[config.mk]
export PLATFORM = sky130hd
export DESIGN_NAME = bstap_top
export DESIGN_NICKNAME = d
export VERILOG_FILES = /design/src/design/bstap_pkg.sv /design/src/design/bstap_sync.sv /design/src/design/bstap_top.sv
export VERILOG_INCLUDE_DIRS = /design/src /design/src/design
export SDC_FILE = /design/constraint.sdc
export NUM_CORES = 1
export LEC_CHECK = 0
export BUFFER_PORTS_ARGS = -buffer_cell sky130_fd_sc_hd__buf_2
export CORE_ASPECT_RATIO = 1.75
export CORE_MARGIN = 2
export CORE_UTILIZATION = 51
export CTS_CLUSTER_SIZE = 24
export DETAILED_ROUTE_END_ITERATION = 10
export PLACE_DENSITY_LB_ADDON = 0.2
export SETUP_SLACK_MARGIN = 0.05
export SLEW_MARGIN = 20
export SYNTH_ARGS = -nofsm -noshare
export SYNTH_HDL_FRONTEND = slang
export SYNTH_SLANG_ARGS = --single-unit
export TNS_END_PERCENT = 50
[constraint.sdc]
create_clock -name CLK -period 3 [get_ports CLK]
set_input_delay 0.45 -clock CLK [delete_from_list [all_inputs] [get_ports CLK]]
set_output_delay 0.45 -clock CLK [all_outputs]
set_load 0.05 [all_outputs]
[src/design/bstap_map.svh]
// Constants of the boundary-scan test port and probe pin sharing
`ifndef BSTAP_MAP_SVH
`define BSTAP_MAP_SVH

// Instruction register
`define BSTAP_IR_W        4
`define BSTAP_IR_EXTEST   4'h0
`define BSTAP_IR_SAMPLE   4'h1
`define BSTAP_IR_IDCODE   4'h2
`define BSTAP_IR_BYPASS   4'hF
`define BSTAP_IR_CAPTURE  4'h1
`define BSTAP_IR_RESET    4'h2

// Identification register fields
`define BSTAP_ID_W        32
`define BSTAP_ID_LSB_BIT  0
`define BSTAP_ID_NUM_LO   1
`define BSTAP_ID_NUM_HI   11
`define BSTAP_ID_PART_LO  12
`define BSTAP_ID_PART_HI  27
`define BSTAP_ID_VER_LO   28
`define BSTAP_ID_VER_HI   31
`define BSTAP_ID_LSB_VAL  1'h1

// Shared probe pins, one boundary cell each
`define BSTAP_PINS                 5
`define BSTAP_PROBE_CHANNEL_A_OUT  0
`define BSTAP_PROBE_CHANNEL_B_OUT  1
`define BSTAP_PROBE_SERIAL_IN      2
`define BSTAP_PROBE_SERIAL_OUT     3
`define BSTAP_PROBE_SHIFT_CLOCK    4

// Timing count in test clock cycles and synchroniser width in bits
`define BSTAP_RESET_TMS_CYCLES     5
`define BSTAP_SYNC_W               10

`endif

[src/design/bstap_pkg.sv]
// Types of the boundary-scan test port
package bstap_pkg;

  typedef enum logic [3:0] {
    TLR, RTI, SEL_DR, CAP_DR, SH_DR, EX1_DR, PA_DR, EX2_DR, UPD_DR,
    SEL_IR, CAP_IR, SH_IR, EX1_IR, PA_IR, EX2_IR, UPD_IR
  } bstap_state_type;

  typedef enum logic [1:0] {
    SHARE_USER, SHARE_PROBE, SHARE_SECURED
  } bstap_share_type;

  typedef enum logic [1:0] {
    SEL_BYPASS, SEL_IDCODE, SEL_BOUNDARY
  } bstap_dr_type;

endpackage

[src/design/bstap_sync.sv]
// Two-stage synchroniser for inputs from outside the clock domain
`timescale 1ns/10ps
`default_nettype none
module bstap_sync #(
  parameter int W = 1
) (
  // Clock and reset
  input  wire logic         clk,
  input  wire logic         rst,
  // Data
  input  wire logic [W-1:0] d,
  output logic      [W-1:0] q
);
  logic [W-1:0] meta_q;
  logic [W-1:0] sync_q;

  always_ff @(posedge clk or posedge rst) begin
    if (rst) begin
      meta_q <= '0;
      sync_q <= '0;
    end else begin
      meta_q <= d;
      sync_q <= meta_q;
    end
  end

  assign q = sync_q;
endmodule
`default_nettype wire

[src/design/bstap_top.sv]
// Boundary-scan test port with probe pin sharing
`timescale 1ns/10ps
`default_nettype none
`include "bstap_map.svh"

module bstap_top #(
  parameter logic [3:0]  ID_VERSION = 4'h1,
  parameter logic [15:0] ID_PART    = 16'h0001,
  parameter logic [10:0] ID_NUMBER  = 11'h001
) (
  // Clock and reset
  input  wire logic       CLK,
  input  wire logic       SYS_RST,
  // Test access port
  input  wire logic       TCK,
  input  wire logic       TMS,
  input  wire logic       TDI,
  output logic            TDO,
  output logic            TDO_OE,
  // Probe configuration
  input  wire logic       FUSE_PROGRAMMED,
  input  wire logic       PROBE_MODE,
  // Shared pins
  input  wire logic [4:0] PIN_I,
  output logic      [4:0] PIN_O,
  output logic      [4:0] PIN_OE,
  // User design side
  input  wire logic [4:0] USER_ASSIGNED,
  input  wire logic [4:0] USER_O,
  input  wire logic [4:0] USER_OE,
  output logic      [4:0] USER_I,
  // Probe circuit side
  input  wire logic       PROBE_CHANNEL_A_SRC,
  input  wire logic       PROBE_CHANNEL_B_SRC,
  output logic            PROBE_SERIAL_IN,
  output logic            PROBE_SERIAL_OUT,
  output logic            PROBE_SHIFT_CLOCK,
  output logic            PROBE_ACTIVE
);
  localparam int IRW = `BSTAP_IR_W;
  localparam int NP  = `BSTAP_PINS;
  localparam int IDW = `BSTAP_ID_W;
  localparam logic [IDW-1:0] ID_VALUE = {ID_VERSION, ID_PART, ID_NUMBER, `BSTAP_ID_LSB_VAL};

  // Synchronised inputs
  logic [`BSTAP_SYNC_W-1:0] sync_in;
  logic [`BSTAP_SYNC_W-1:0] sync_out;
  logic                     tck_s;
  logic                     tms_s;
  logic                     tdi_s;
  logic                     fuse_s;
  logic                     mode_s;
  logic [NP-1:0]            pin_s;

  assign sync_in = {PIN_I, PROBE_MODE, FUSE_PROGRAMMED, TDI, TMS, TCK};

  bstap_sync #(.W(`BSTAP_SYNC_W)) u_sync (
    .clk (CLK),
    .rst (SYS_RST),
    .d   (sync_in),
    .q   (sync_out)
  );

  assign tck_s  = sync_out[0];
  assign tms_s  = sync_out[1];
  assign tdi_s  = sync_out[2];
  assign fuse_s = sync_out[3];
  assign mode_s = sync_out[4];
  assign pin_s  = sync_out[9:5];

  // Standard sixteen-state step on TMS
  function automatic bstap_pkg::bstap_state_type tap_next(bstap_pkg::bstap_state_type s, logic m);
    case (s)
      bstap_pkg::TLR:    tap_next = m ? bstap_pkg::TLR    : bstap_pkg::RTI;
      bstap_pkg::RTI:    tap_next = m ? bstap_pkg::SEL_DR : bstap_pkg::RTI;
      bstap_pkg::SEL_DR: tap_next = m ? bstap_pkg::SEL_IR : bstap_pkg::CAP_DR;
      bstap_pkg::CAP_DR: tap_next = m ? bstap_pkg::EX1_DR : bstap_pkg::SH_DR;
      bstap_pkg::SH_DR:  tap_next = m ? bstap_pkg::EX1_DR : bstap_pkg::SH_DR;
      bstap_pkg::EX1_DR: tap_next = m ? bstap_pkg::UPD_DR : bstap_pkg::PA_DR;
      bstap_pkg::PA_DR:  tap_next = m ? bstap_pkg::EX2_DR : bstap_pkg::PA_DR;
      bstap_pkg::EX2_DR: tap_next = m ? bstap_pkg::UPD_DR : bstap_pkg::SH_DR;
      bstap_pkg::UPD_DR: tap_next = m ? bstap_pkg::SEL_DR : bstap_pkg::RTI;
      bstap_pkg::SEL_IR: tap_next = m ? bstap_pkg::TLR    : bstap_pkg::CAP_IR;
      bstap_pkg::CAP_IR: tap_next = m ? bstap_pkg::EX1_IR : bstap_pkg::SH_IR;
      bstap_pkg::SH_IR:  tap_next = m ? bstap_pkg::EX1_IR : bstap_pkg::SH_IR;
      bstap_pkg::EX1_IR: tap_next = m ? bstap_pkg::UPD_IR : bstap_pkg::PA_IR;
      bstap_pkg::PA_IR:  tap_next = m ? bstap_pkg::EX2_IR : bstap_pkg::PA_IR;
      bstap_pkg::EX2_IR: tap_next = m ? bstap_pkg::UPD_IR : bstap_pkg::SH_IR;
      bstap_pkg::UPD_IR: tap_next = m ? bstap_pkg::SEL_DR : bstap_pkg::RTI;
      default:           tap_next = bstap_pkg::TLR;
    endcase
  endfunction

  // TAP state and registers
  bstap_pkg::bstap_state_type state_q, state_d;
  bstap_pkg::bstap_dr_type    dr_sel;
  logic            tck_q;
  logic            tck_rise;
  logic            tck_fall;
  logic [IRW-1:0]  ir_q, ir_d;
  logic [IRW-1:0]  ir_sh_q, ir_sh_d;
  logic            byp_q, byp_d;
  logic [IDW-1:0]  id_sh_q, id_sh_d;
  logic [NP-1:0]   bsr_sh_q, bsr_sh_d;
  logic [NP-1:0]   bsr_upd_q, bsr_upd_d;
  logic            tdo_q, tdo_d;
  logic            tdo_oe_q, tdo_oe_d;
  logic            extest;

  assign tck_rise = tck_s & ~tck_q;
  assign tck_fall = ~tck_s & tck_q;
  assign extest   = (ir_q == `BSTAP_IR_EXTEST);

  // Data register selection, bypass for anything else
  always_comb begin
    case (ir_q)
      `BSTAP_IR_EXTEST: dr_sel = bstap_pkg::SEL_BOUNDARY;
      `BSTAP_IR_SAMPLE: dr_sel = bstap_pkg::SEL_BOUNDARY;
      `BSTAP_IR_IDCODE: dr_sel = bstap_pkg::SEL_IDCODE;
      default:          dr_sel = bstap_pkg::SEL_BYPASS;
    endcase
  end

  always_comb begin
    state_d   = state_q;
    ir_d      = ir_q;
    ir_sh_d   = ir_sh_q;
    byp_d     = byp_q;
    id_sh_d   = id_sh_q;
    bsr_sh_d  = bsr_sh_q;
    bsr_upd_d = bsr_upd_q;
    tdo_d     = tdo_q;
    tdo_oe_d  = tdo_oe_q;
    if (tck_rise) begin
      state_d = tap_next(state_q, tms_s);
      case (state_q)
        bstap_pkg::CAP_IR: ir_sh_d = `BSTAP_IR_CAPTURE;
        bstap_pkg::SH_IR:  ir_sh_d = {tdi_s, ir_sh_q[IRW-1:1]};
        bstap_pkg::CAP_DR: begin
          case (dr_sel)
            bstap_pkg::SEL_IDCODE:   id_sh_d  = ID_VALUE;
            bstap_pkg::SEL_BOUNDARY: bsr_sh_d = pin_s;
            default:                 byp_d    = 1'b0;
          endcase
        end
        bstap_pkg::SH_DR: begin
          case (dr_sel)
            bstap_pkg::SEL_IDCODE:   id_sh_d  = {tdi_s, id_sh_q[IDW-1:1]};
            bstap_pkg::SEL_BOUNDARY: bsr_sh_d = {tdi_s, bsr_sh_q[NP-1:1]};
            default:                 byp_d    = tdi_s;
          endcase
        end
        default: begin
        end
      endcase
    end
    if (tck_fall) begin
      tdo_oe_d = (state_q == bstap_pkg::SH_IR) || (state_q == bstap_pkg::SH_DR);
      case (state_q)
        bstap_pkg::SH_IR: tdo_d = ir_sh_q[0];
        bstap_pkg::SH_DR: begin
          case (dr_sel)
            bstap_pkg::SEL_IDCODE:   tdo_d = id_sh_q[0];
            bstap_pkg::SEL_BOUNDARY: tdo_d = bsr_sh_q[0];
            default:                 tdo_d = byp_q;
          endcase
        end
        bstap_pkg::UPD_IR: ir_d = ir_sh_q;
        bstap_pkg::UPD_DR: begin
          if (dr_sel == bstap_pkg::SEL_BOUNDARY) begin
            bsr_upd_d = bsr_sh_q;
          end
        end
        default: begin
        end
      endcase
    end
    if (state_q == bstap_pkg::TLR) begin
      ir_d = `BSTAP_IR_RESET;
    end
  end

  always_ff @(posedge CLK or posedge SYS_RST) begin
    if (SYS_RST) begin
      state_q   <= bstap_pkg::TLR;
      tck_q     <= 1'b0;
      ir_q      <= `BSTAP_IR_RESET;
      ir_sh_q   <= '0;
      byp_q     <= 1'b0;
      id_sh_q   <= '0;
      bsr_sh_q  <= '0;
      bsr_upd_q <= '0;
      tdo_q     <= 1'b0;
      tdo_oe_q  <= 1'b0;
    end else begin
      state_q   <= state_d;
      tck_q     <= tck_s;
      ir_q      <= ir_d;
      ir_sh_q   <= ir_sh_d;
      byp_q     <= byp_d;
      id_sh_q   <= id_sh_d;
      bsr_sh_q  <= bsr_sh_d;
      bsr_upd_q <= bsr_upd_d;
      tdo_q     <= tdo_d;
      tdo_oe_q  <= tdo_oe_d;
    end
  end

  assign TDO    = tdo_q;
  assign TDO_OE = tdo_oe_q;

  // Pin sharing
  bstap_pkg::bstap_share_type share;
  logic [NP-1:0] pin_o_q, pin_o_d;
  logic [NP-1:0] pin_oe_q, pin_oe_d;
  logic [NP-1:0] user_i_q, user_i_d;
  logic [2:0]    probe_in_q, probe_in_d;

  always_comb begin
    if (fuse_s) begin
      share = bstap_pkg::SHARE_SECURED;
    end else if (mode_s) begin
      share = bstap_pkg::SHARE_PROBE;
    end else begin
      share = bstap_pkg::SHARE_USER;
    end
  end

  always_comb begin
    pin_o_d    = USER_O & USER_ASSIGNED;
    pin_oe_d   = USER_OE & USER_ASSIGNED;
    user_i_d   = pin_s & USER_ASSIGNED;
    probe_in_d = 3'h0;
    case (share)
      bstap_pkg::SHARE_PROBE: begin
        pin_o_d  = '0;
        pin_oe_d = '0;
        user_i_d = '0;
        pin_o_d[`BSTAP_PROBE_CHANNEL_A_OUT]  = PROBE_CHANNEL_A_SRC;
        pin_o_d[`BSTAP_PROBE_CHANNEL_B_OUT]  = PROBE_CHANNEL_B_SRC;
        pin_oe_d[`BSTAP_PROBE_CHANNEL_A_OUT] = 1'b1;
        pin_oe_d[`BSTAP_PROBE_CHANNEL_B_OUT] = 1'b1;
        probe_in_d = {pin_s[`BSTAP_PROBE_SHIFT_CLOCK], pin_s[`BSTAP_PROBE_SERIAL_OUT],
                      pin_s[`BSTAP_PROBE_SERIAL_IN]};
      end
      bstap_pkg::SHARE_SECURED: probe_in_d = 3'h0;
      default: begin
      end
    endcase
    if (extest) begin
      pin_o_d  = bsr_upd_q;
      pin_oe_d = '1;
    end
  end

  always_ff @(posedge CLK or posedge SYS_RST) begin
    if (SYS_RST) begin
      pin_o_q    <= '0;
      pin_oe_q   <= '0;
      user_i_q   <= '0;
      probe_in_q <= 3'h0;
    end else begin
      pin_o_q    <= pin_o_d;
      pin_oe_q   <= pin_oe_d;
      user_i_q   <= user_i_d;
      probe_in_q <= probe_in_d;
    end
  end

  assign PIN_O             = pin_o_q;
  assign PIN_OE            = pin_oe_q;
  assign USER_I            = user_i_q;
  assign PROBE_SERIAL_IN   = probe_in_q[0];
  assign PROBE_SERIAL_OUT  = probe_in_q[1];
  assign PROBE_SHIFT_CLOCK = probe_in_q[2];
  assign PROBE_ACTIVE      = (share == bstap_pkg::SHARE_PROBE);

  // Helper: run of test clock rises with TMS high
  logic [2:0] tms_run_q;
  always_ff @(posedge CLK or posedge SYS_RST) begin
    if (SYS_RST) begin
      tms_run_q <= 3'h0;
    end else if (tck_rise) begin
      tms_run_q <= !tms_s ? 3'h0 : (tms_run_q == 3'h7) ? 3'h7 : tms_run_q + 3'h1;
    end
  end
endmodule
`default_nettype wire

# [After elaboration in Yosys (flattened, before gate mapping)]
# Cells that the tools add are included.
[totals] reg_bits=96 latch_bits=0 ram_bits=0 romBits=0 in_bits=29 elab_cells=106 mem_count=0
[classes] addsub=0 n_mul=0 div_mod_pow=0 n_lt_le_gt_ge=0 eq_ne=26 shifts=0 mux=37 n_bitwise=7 n_reduce_logical=20
[ops] cell="32-bit 2-to-1 mux" count=2
[ops] cell="32-bit one-hot mux with 2 select lines" count=1
[ops] cell="4-bit one-hot mux with 12 select lines" count=1
[ops] cell="5-bit 2-to-1 mux" count=7
[ops] cell="4-bit equality test, second input constant" count=8
[ops] cell="4-bit 2-to-1 mux" count=7
[ops] cell="4-bit by 3-bit equality test with 1-bit output, second input constant" count=4
[ops] cell="5-bit AND" count=3
[ops] cell="4-bit by 2-bit equality test with 1-bit output, second input constant" count=3
[ops] cell="4-bit AND reduction" count=3
[ops] cell="5-bit one-hot mux with 2 select lines" count=1
[ops] cell="2-bit nonzero test" count=5
[ops] cell="3-bit 2-to-1 mux" count=3
[ops] cell="4-bit by 1-bit equality test with 1-bit output, second input constant" count=2
[ops] cell="4-bit logical NOT" count=2
[ops] cell="2-bit 2-to-1 mux" count=4
[ops] cell="2-bit inequality test, second input constant" count=4
[ops] cell="4-bit one-hot mux with 2 select lines" count=1
[ops] cell="2-bit OR reduction" count=4
[ops] cell="1-bit 2-to-1 mux" count=6
[ops] cell="1-bit one-hot mux with 2 select lines" count=3
[ops] cell="2-bit AND reduction" count=3
[ops] cell="2-bit by 1-bit equality test with 1-bit output, second input constant" count=2
[ops] cell="2-bit by 1-bit inequality test with 1-bit output, second input constant" count=2
[ops] cell="other kinds (7)" count=9

# [Depth between registers and ports, before layout]
# Gate-level depths: netlist of run 1.
[depth] ltp_word=7 mapped_depth=7

# [Modules after synthesis]
# A second synthesis of run 1 with hierarchy kept.
[unflattened] hier_cells=355 hier_area_um2=3802.4
[modules_own_cells] mod="bstap_top" n_inst=1 cells_each=334 area_per_inst_um2=3298.2
[modules_own_cells] mod="bstap_sync" n_inst=1 cells_each=21 area_per_inst_um2=504.2

# [Worst setup path before layout of run 1]
# OpenSTA, ideal clock, no wires.
[synth_timing] path_kind="register to register" from="register ir_q[1]" to="register tdo_q (netlist: TDO)" arrival_time_ps=1982 required_ps=2875 path_slack_ps=893 stages_incl_launch_ff=6 path_buffers=0 synth_period_minus_slack_ps=2107 cell_sequence="dfstp_2 or4b_2 ha_1 a221oi_1 o21ai_1 mux2_4"
[synth_between] elab_chain_len=6
[synth_rtl] item="from (decl)" line_no="bstap_top.sv:100" rtl="logic [IRW-1:0] ir_q, ir_d;"
[synth_rtl] item="from (signal assigned)" line_no="bstap_top.sv:187" rtl="ir_q <= `BSTAP_IR_RESET;"
[synth_rtl] item="from (signal assigned)" line_no="bstap_top.sv:198" rtl="ir_q <= ir_d;"
[synth_rtl] item="4-bit by 1-bit equality test with 1-bit output / 4-bit logical NOT (equally long branches)" line_no="bstap_top.sv:116" rtl="case (ir_q)"
[synth_rtl] item="2-bit OR reduction (no line)"
[synth_rtl] item="2-bit one-hot mux with 2 select lines (*)" line_no="bstap_top.sv:116"
[synth_rtl] item="2-bit equality test / 2-bit by 1-bit equality test with 1-bit output (equally long branches)" line_no="bstap_top.sv:162" rtl="case (dr_sel)"
[synth_rtl] item="1-bit one-hot mux with 2 select lines (*)" line_no="bstap_top.sv:162"
[synth_rtl] item="1-bit one-hot mux with 2 select lines (*)" line_no="bstap_top.sv:159" rtl="case (state_q)"
[synth_rtl] item="to (signal assigned)" line_no="bstap_top.sv:204" rtl="tdo_q <= tdo_d;"
[synth_rtl] item="to (decl)" line_no="bstap_top.sv:106" rtl="logic tdo_q, tdo_d;"
# Every way passes the cells marked *; elsewhere a longest branch is shown, timed or not.
# A chain may end at the register's enable or synchronous reset.

# [Worst setup path in the final report of run 1]
[layout_timing] from="register ir_q[1]" to="register id_sh_q[4]"
[layout_between] elab_chain_len=6
[layout_rtl] item="4-bit by 1-bit equality test with 1-bit output / 4-bit logical NOT (equally long branches)" line_no="bstap_top.sv:116"
[layout_rtl] item="2-bit OR reduction (no line)"
[layout_rtl] item="2-bit one-hot mux with 2 select lines (*)" line_no="bstap_top.sv:116"
[layout_rtl] item="2-bit by 1-bit equality test with 1-bit output (*)" line_no="bstap_top.sv:140, bstap_top.sv:147"
[layout_rtl] item="2-bit inequality test (no line) / 2-bit by 1-bit inequality test with 1-bit output (equally long branches)"
[layout_rtl] item="4-bit AND reduction (no line) (*)"
[layout_rtl] item="to (signal assigned)" line_no="bstap_top.sv:201" rtl="id_sh_q <= id_sh_d;"
[layout_rtl] item="to (decl)" line_no="bstap_top.sv:103" rtl="logic [IDW-1:0] id_sh_q, id_sh_d;"
# Marked as above.

==> results of run 1 <==
## cell type report
type                       instances  area [µm²]  area share [%]
sequential                        96        2404           52.95
inverter                          10       41.29          0.9096
clock buffer                      11       252.7           5.568
tap                               88       110.1           2.426
clock inverter                     5       86.33           1.902
multi-input combinational        231        1320           29.08
timing repair buffer              58       325.3           7.166
## per-layer routing
layer | vias to the layer above | global-route usage, % | part of all wire [%]
met5 | - | 0 | 0
met4 | 0 | 8.053 | 1.9
met3 | 11 | 4.061 | 2.2
met2 | 34 | 34.05 | 55
met1 | 1316 | 24.68 | 41
li1 | 1307 | - | -
## flip-flops by register name (all words and copies together) (netlist names)
signal and flops:
PIN_O 5, PIN_OE 5, TDO 1, TDO_OE 1
USER_I 5, bsr_sh_q 5, bsr_upd_q 5, byp_q 1
id_sh_q 32, ir_q 4, ir_sh_q 4, probe_in_q 3
state_q 4, tck_q 1, u_sync.meta_q 10, u_sync.q 10
## cells by family (layout without fill, tap and decap cells)
kind of cell	after synthesis	after routing	synth area share, %
DFF	96	96	61.99
muxes	16	16	4.518
AOI/OAI and AO/OA	82	82	12.26
adders and majority gates	2	2	0.6453
buffers and inverters	32	84	4.195
and+or+nand+nor	131	131	16.39
## through the flow
| stage | util, % | std cells | setup WS, ns |
|---|---|---|---|
| floorplan | - | 359 | 0.8930 |
| global placement | 56.29 | 483 | 0.7506 |
| detailed placement | 56.29 | 483 | 0.6819 |
| CTS | 60.83 | 499 | 0.6591 |
| global route | 60.83 | 499 | 0.4930 |
| finish | 60.83 | 499 | 0.6797 |
## power by group through the flow
| stage | clock, µW | combinational (µW) | sequential (µW) |
|---|---|---|---|
| detailed placement | 0 | 719 | 1510 |
| global placement | 0 | 700 | 1510 |
| finish | 1270 | 713 | 1490 |
| global route | 1340 | 802 | 1510 |
| CTS | 1290 | 723 | 1490 |
| floorplan | 0 | 516 | 1570 |
## path summary, 6_finish.rpt
path / to / depth (start not counted)
hold reg to reg: u_sync.q[7] / 0
max in group asynchronous: ir_q[1] / 3
hold / removal: u_sync.meta_q[0] / 1
min in group asynchronous: probe_in_q[1] / 2
setup reg to reg: id_sh_q[4] / 7
setup / recovery: id_sh_q[4] / 7
## cell usage after synthesis, types with 2 or more instances
| cell | instances |
|---|---|
| nand2b_1 | 3 |
| a211o_1 | 3 |
| nand2_1 | 73 |
| ha_1 | 2 |
| a31o_2 | 3 |
| buf_6 | 2 |
| nor3b_2 | 2 |
| and3_1 | 9 |
| o21ai_0 | 46 |
| clkbuf_1 | 8 |
| buf_4 | 5 |
| buf_2 | 7 |
| a221oi_1 | 2 |
| inv_1 | 10 |
| nor2_1 | 16 |
| a31oi_1 | 2 |
| mux2_2 | 8 |
| nor3_1 | 2 |
| o211ai_1 | 3 |
| nor2b_1 | 7 |
| and2_1 | 4 |
| a21oi_1 | 12 |
| dfrtp_1 | 95 |
| o21ai_1 | 4 |
| mux2i_1 | 7 |
| nand3_1 | 6 |
==> summary.txt, run 1 <==
status: finished, final reports clean
Worst setup EP type: register
Tot Pwr: 3474 µW
Critical Path AT: 2.53 ns
sequential fraction of the synthesis area: 61.99%
Post-synth EDFFs: 0
row count: 42
Max-Cap Viols: 0
Synth Register Bits: 96
Setup TNS Final: 0 ns
startpoint types: register
Worst Path Max Fanout: 40
synth unique cells: 44
Slew headroom: 42.50%
Switching Fraction: 29.84%
Core ar.: 7462 µm²
DP HPWL: 5118 µm
initial antenna violation count: 0
leading cell type in the layout, fill and taps excluded: dfrtp_1
# clock sinks: 96
Yosys warnings: 0
dpl cell area: 4200 µm²
vias in the first global route: 2,740
clock slew seen by the registers of the worst setup and hold paths: 0.07 ns
Post-synth ARST share: 100.0%
setup violators final: 0
global-route wire length before repair: 13,010 µm
cell family with most CP delay: simple AND/OR/NAND/NOR gates
Die W: 69.91 µm
post-CTS setup buffers: 0
critical path class: register to register
CTS Buffer Depth: 2
Die ar.: 8343 µm²
most frequent cells in the layout: dfrtp_1 (95), nand2_1 (73), buf_2 (49)
Syn Std Cell Area: 3877 µm²
Layout area overhead: 17.07%
Comb power frac: 20.5%
sequential share of power: 43.0%
most common flop cell mapped by yosys: dfrtp_1
worst min-delay path class: input pin to register
wire length per cell: 15.04 µm
layout cells sized above 1: 23.36%
synth top area cells: dfrtp_1 (61%), nand2_1 (7.1%), o21ai_0 (5.9%), mux2_2 (2.3%), mux2i_1 (1.8%)
total nets after synthesis: 390
cells along the critical path: or4b_2 > inv_1 > ha_1 > o211ai_4 > buf_4 > nand2_1 > o21ai_0
Clock H-tree levels: 3
RePlAce Congestion: 0.8126
clock power share: 36.5%
CP Buf/Inv Count: 2
hold slack: 0.2131 ns
synthesized instance count: 359
pwr/cell area: 765.4 nW/µm²
cts hold-fix bufs: 0
First DRT Iteration DRCs: 235
largest net degree at the start of global routing: 45
Internal: 2438 µW
Clk Latency, worst-skew pair: 0.34 ns
Worst VDD drop: 0.4556 mV
DRC errors left: 0
DR vias/cell: 5.347
Nets: 437
root buf cell: clkbuf_16
CTS tree: built
Final Skew: 0.006294 ns
Worst path max stage delay: 0.61 ns
worst r2r src: ir_q[1]
Via Count: 2,668
Die Span Y: 119.3 µm
PostCTS Resize Cnt: 0
post-route ant nets: 0
Critical Path Start: ir_q[1]
NetSw: 1037 µW
Port Buffers: 49
Slew Viols, Final: 0
filler instances: 622
Design Area, Final: 4539 µm²
CP max stage cell: or4b_2
hold path startpoint: TCK
min Tclk post-route: 2.320 ns
initial core utilization: 51.96%
Achievable Freq: 0.4310 GHz
Yosys top cell area share: 61.31%
post-synth top area cell: dfrtp_1
DR pass1 iterations: 4
total global-route track usage: 19.98%
# diodes: 0
flop2flop setup slack: 0.68 ns
final worst path period share: 77.34%
global route overflow: 0
synthesized area per cell: 10.80 µm²
IO Count: 50
RSZ-0062 raised after global routing: no
Pleak: 0.002151 µW
Least-Margin Pin Slew: 0.8584 ns
WP data required: 3.21 ns
final hold violations: 0
total CTS buffers: 9
final wirelength: 7504 µm
Note: power is estimated with default switching activity, not from simulation.
==> run 2, diff against run 1 <==
ABC_AREA = 1   (was default)
CORE_UTILIZATION = 55   (was 51)
clock period = 2.4 ns   (was 3 ns; I/O delays follow)
==> summary.txt, run 2 <==
Pleak: 0.002427 µW (+13%)
CTS Buffer Depth: 2 (unchanged)
Post-synth EDFFs: 0 (unchanged)
global route overflow: 0 (unchanged)
largest net degree at the start of global routing: 97 (+120%)
row count: 40 (-4.8%)
hold depth: 1 (unchanged)
Worst setup EP type: register
RSZ-0062 raised after global routing: no
Worst Path Max Fanout: 33 (-18%)
root buf cell: clkbuf_16
final hold violations: 0 (unchanged)
post-CTS setup buffers: 0 (unchanged)
final worst path period share: 82.12% (+4.8 points)
Critical Path AT: 2.20 ns (-0.33 ns)
status: finished, final reports clean
Endpoint, Worst Hold: u_sync.meta_q[4]
Largest Register: id_sh_q
global-route wire length before repair: 12,680 µm (-2.5%)
met2 WL: 4110 µm (-0.56%)
Worst VDD drop: 0.5170 mV (+13%)
startpoint types: register
Die W: 67.85 µm (-2.9%)
Multi-input gate area: 1285 µm² (-2.7%)
DR vias/cell: 5.295 (-0.97%)
Commonest cells post-synth: nand2_1 (110), dfrtp_1 (95), o21ai_0 (56), nand3_1 (43), inv_1 (35)
synthesized instance count: 421 (+17%)
most frequent cell after synthesis: nand2_1
Top Metal Used: met4
worst min-delay path class: input pin to register
Clk Latency, worst-skew pair: 0.34 ns (about the same)
DP HPWL: 5143 µm (+0.49%)
routed length on met3: 277 µm (+69%)
flop2flop setup slack: 0.43 ns (-0.25 ns)
total nets after synthesis: 452 (+16%)
Least-Margin Pin Slew: 0.4836 ns (-0.3748 ns)
final wirelength: 7688 µm (+2.5%)
Tot Pwr: 4034 µW (+16%)
Slew Viols, Final: 0 (unchanged)
Achievable Freq: 0.5074 GHz (+18%)
WP data required: 2.63 ns (-0.58 ns)
post-route ant nets: 0 (unchanged)
Non-Filler Instances: 560 (+12%)
most common flop cell mapped by yosys: dfrtp_1
DRC errors left: 0 (unchanged)
Clock H-tree levels: 3 (unchanged)
Slew headroom: 67.76% (+25 points)
worst r2r src: state_q[1]
vias in the first global route: 2,851 (+4.1%)
critical path class: register to register
Post-synth ARST share: 100.0% (unchanged)
DR pass1 iterations: 4 (unchanged)
First DRT Iteration DRCs: 198 (-16%)
RePlAce Congestion: 0.9690 (+19%)
Final Skew: 0.01449 ns (+0.008197 ns)
Synth Register Bits: 96 (unchanged)
Yosys warnings: 0 (unchanged)
Max-Cap Viols: 0 (unchanged)
min Tclk post-route: 1.971 ns (-0.3495 ns)
pwr/cell area: 889.2 nW/µm² (+16%)
Core ar.: 6907 µm² (-7.4%)
most frequent cells in the layout: nand2_1 (110), dfrtp_1 (95), o21ai_0 (56)
Port Buffers: 49 (unchanged)
Register-to-Register Path Depth: 7 (unchanged)
cts hold-fix bufs: 0 (unchanged)
Via Count: 2,965 (+11%)
hold path startpoint: PROBE_MODE
Nets: 502 (+15%)
IO Count: 50 (unchanged)
# clock sinks: 96 (unchanged)
dpl ws: 0.4496 ns (-0.2323 ns)
Yosys top cell area share: 60.59% (-0.72 points)
sequential fraction of the synthesis area: 61.26% (-0.73 points)
number of flip-flops in the largest register: 32 (unchanged)
Setup TNS Final: 0 ns (unchanged)
# diodes: 0 (unchanged)
initial antenna violation count: 0 (unchanged)
filler instances: 549 (-12%)
synthesized area per cell: 9.320 µm² (-14%)
Die ar.: 7853 µm² (-5.9%)
layout cells sized above 1: 18.07% (-5.3 points)
wire length per cell: 13.73 µm (-8.7%)
R2R Path End: id_sh_q[31]
placed insts: 544 (+13%)
initial core utilization: 56.81% (+4.8 points)
synth unique cells: 30 (-32%)
post-synth top area cell: dfrtp_1
wire length on met1: 3135 µm (+2.2%)
CTS tree: built
total global-route track usage: 21.69% (+1.7 points)
Syn Std Cell Area: 3924 µm² (+1.2%)
clock slew seen by the registers of the worst setup and hold paths: 0.06 ns (about the same)
FF+latch area: 2404 µm² (unchanged)
final setup margin: 0.4292 ns (-0.2505 ns)
leading cell type in the layout, fill and taps excluded: nand2_1
synth top area cells: dfrtp_1 (61%), nand2_1 (11%), o21ai_0 (7.1%), nand3_1 (5.5%), inv_1 (3.3%)
PostCTS Resize Cnt: 0 (unchanged)
setup violators final: 0 (unchanged)
Layout area overhead: 15.62%
Die Span Y: 115.7 µm (-3.0%)
total CTS buffers: 9 (unchanged)
-- run 2: cell types whose count changed after synthesis, sizes merged, moves of 8 or more --
| cell | delta |
|---|---|
| nand2 | +39 |
| o21ai | +11 |
| a21oi | -8 |
| and3 | -9 |
| mux2 | -9 |
| nand3 | +37 |
| nor2 | +17 |
| inv | +29 |
-- run 2: worst max path at each step --
stage                      from          end  slack [ns]  depth (start not counted)
global route         state_q[1]  id_sh_q[31]        0.17                          7
floorplan           u_sync.q[3]     PIN_O[0]        0.88                          4
detailed placement   state_q[2]  id_sh_q[31]        0.45                          8
finish               state_q[1]  id_sh_q[31]        0.43                          7
global placement     state_q[1]  id_sh_q[31]        0.50                          7
CTS                  state_q[1]  id_sh_q[28]        0.43                          7
-- run 2: area by class of cell --
cell class | count | area share, %
Multi-Input combinational cell | 272 | 28.32
Clock inverter | 5 | 1.379
Tap cell | 84 | 2.317
Inverter | 39 | 3.309
Timing Repair Buffer | 53 | 6.343
Sequential cell | 96 | 52.98
Clock buffer | 11 | 5.350
-- run 2: power breakdown --
group / switching, µW / leakage [µW] / total (µW) / internal, µW
registers: 92.5 / 0.00126 / 1840 / 1750
logic: 544 / 0.00102 / 754 / 211
clock network: 594 / 0.000143 / 1440 / 843
total: 1230 / 0.00243 / 4030 / 2800
-- run 2: through the flow --
stage / instance area (µm²) / utilization [%] / hold WS, ns
2_1_floorplan: 3928 / - / 0.3312
4_1_cts: 4537 / 65.69 / 0.1134
3_5_place_dp: 4232 / 61.27 / 0.3363
3_3_place_gp: 4232 / 61.27 / 0.3314
5_1_grt: 4537 / 65.69 / 0.1147
6_report: 4537 / 65.69 / 0.1250
-- run 2: cells by family (layout without fill, tap and decap cells) --
family | Yosys count | count (layout) | share of synthesized area [%]
flops | 96 | 96 | 61.26
fa+ha+maj | 2 | 2 | 0.6377
buf+inv | 53 | 108 | 5.995
compound gates | 77 | 77 | 10.36
simple gates | 193 | 193 | 21.75
-- run 2: routing by layer --
metal  track usage (%)  up-vias
li1                  -     1467
met1             26.08     1418
met2             35.88       67
met3             3.689       13
met4             12.80        0
met5                 0        -
-- run 2: worst max-delay path, stage by stage, from the launching register on --
cell and delay [ns]:
dfrtp_1 0.47, nor2_2 0.20, nand2_2 0.23, nand2_4 0.15
nand2_4 0.20, nor2_8 0.40, nand2_1 0.09, o21a_1 0.12
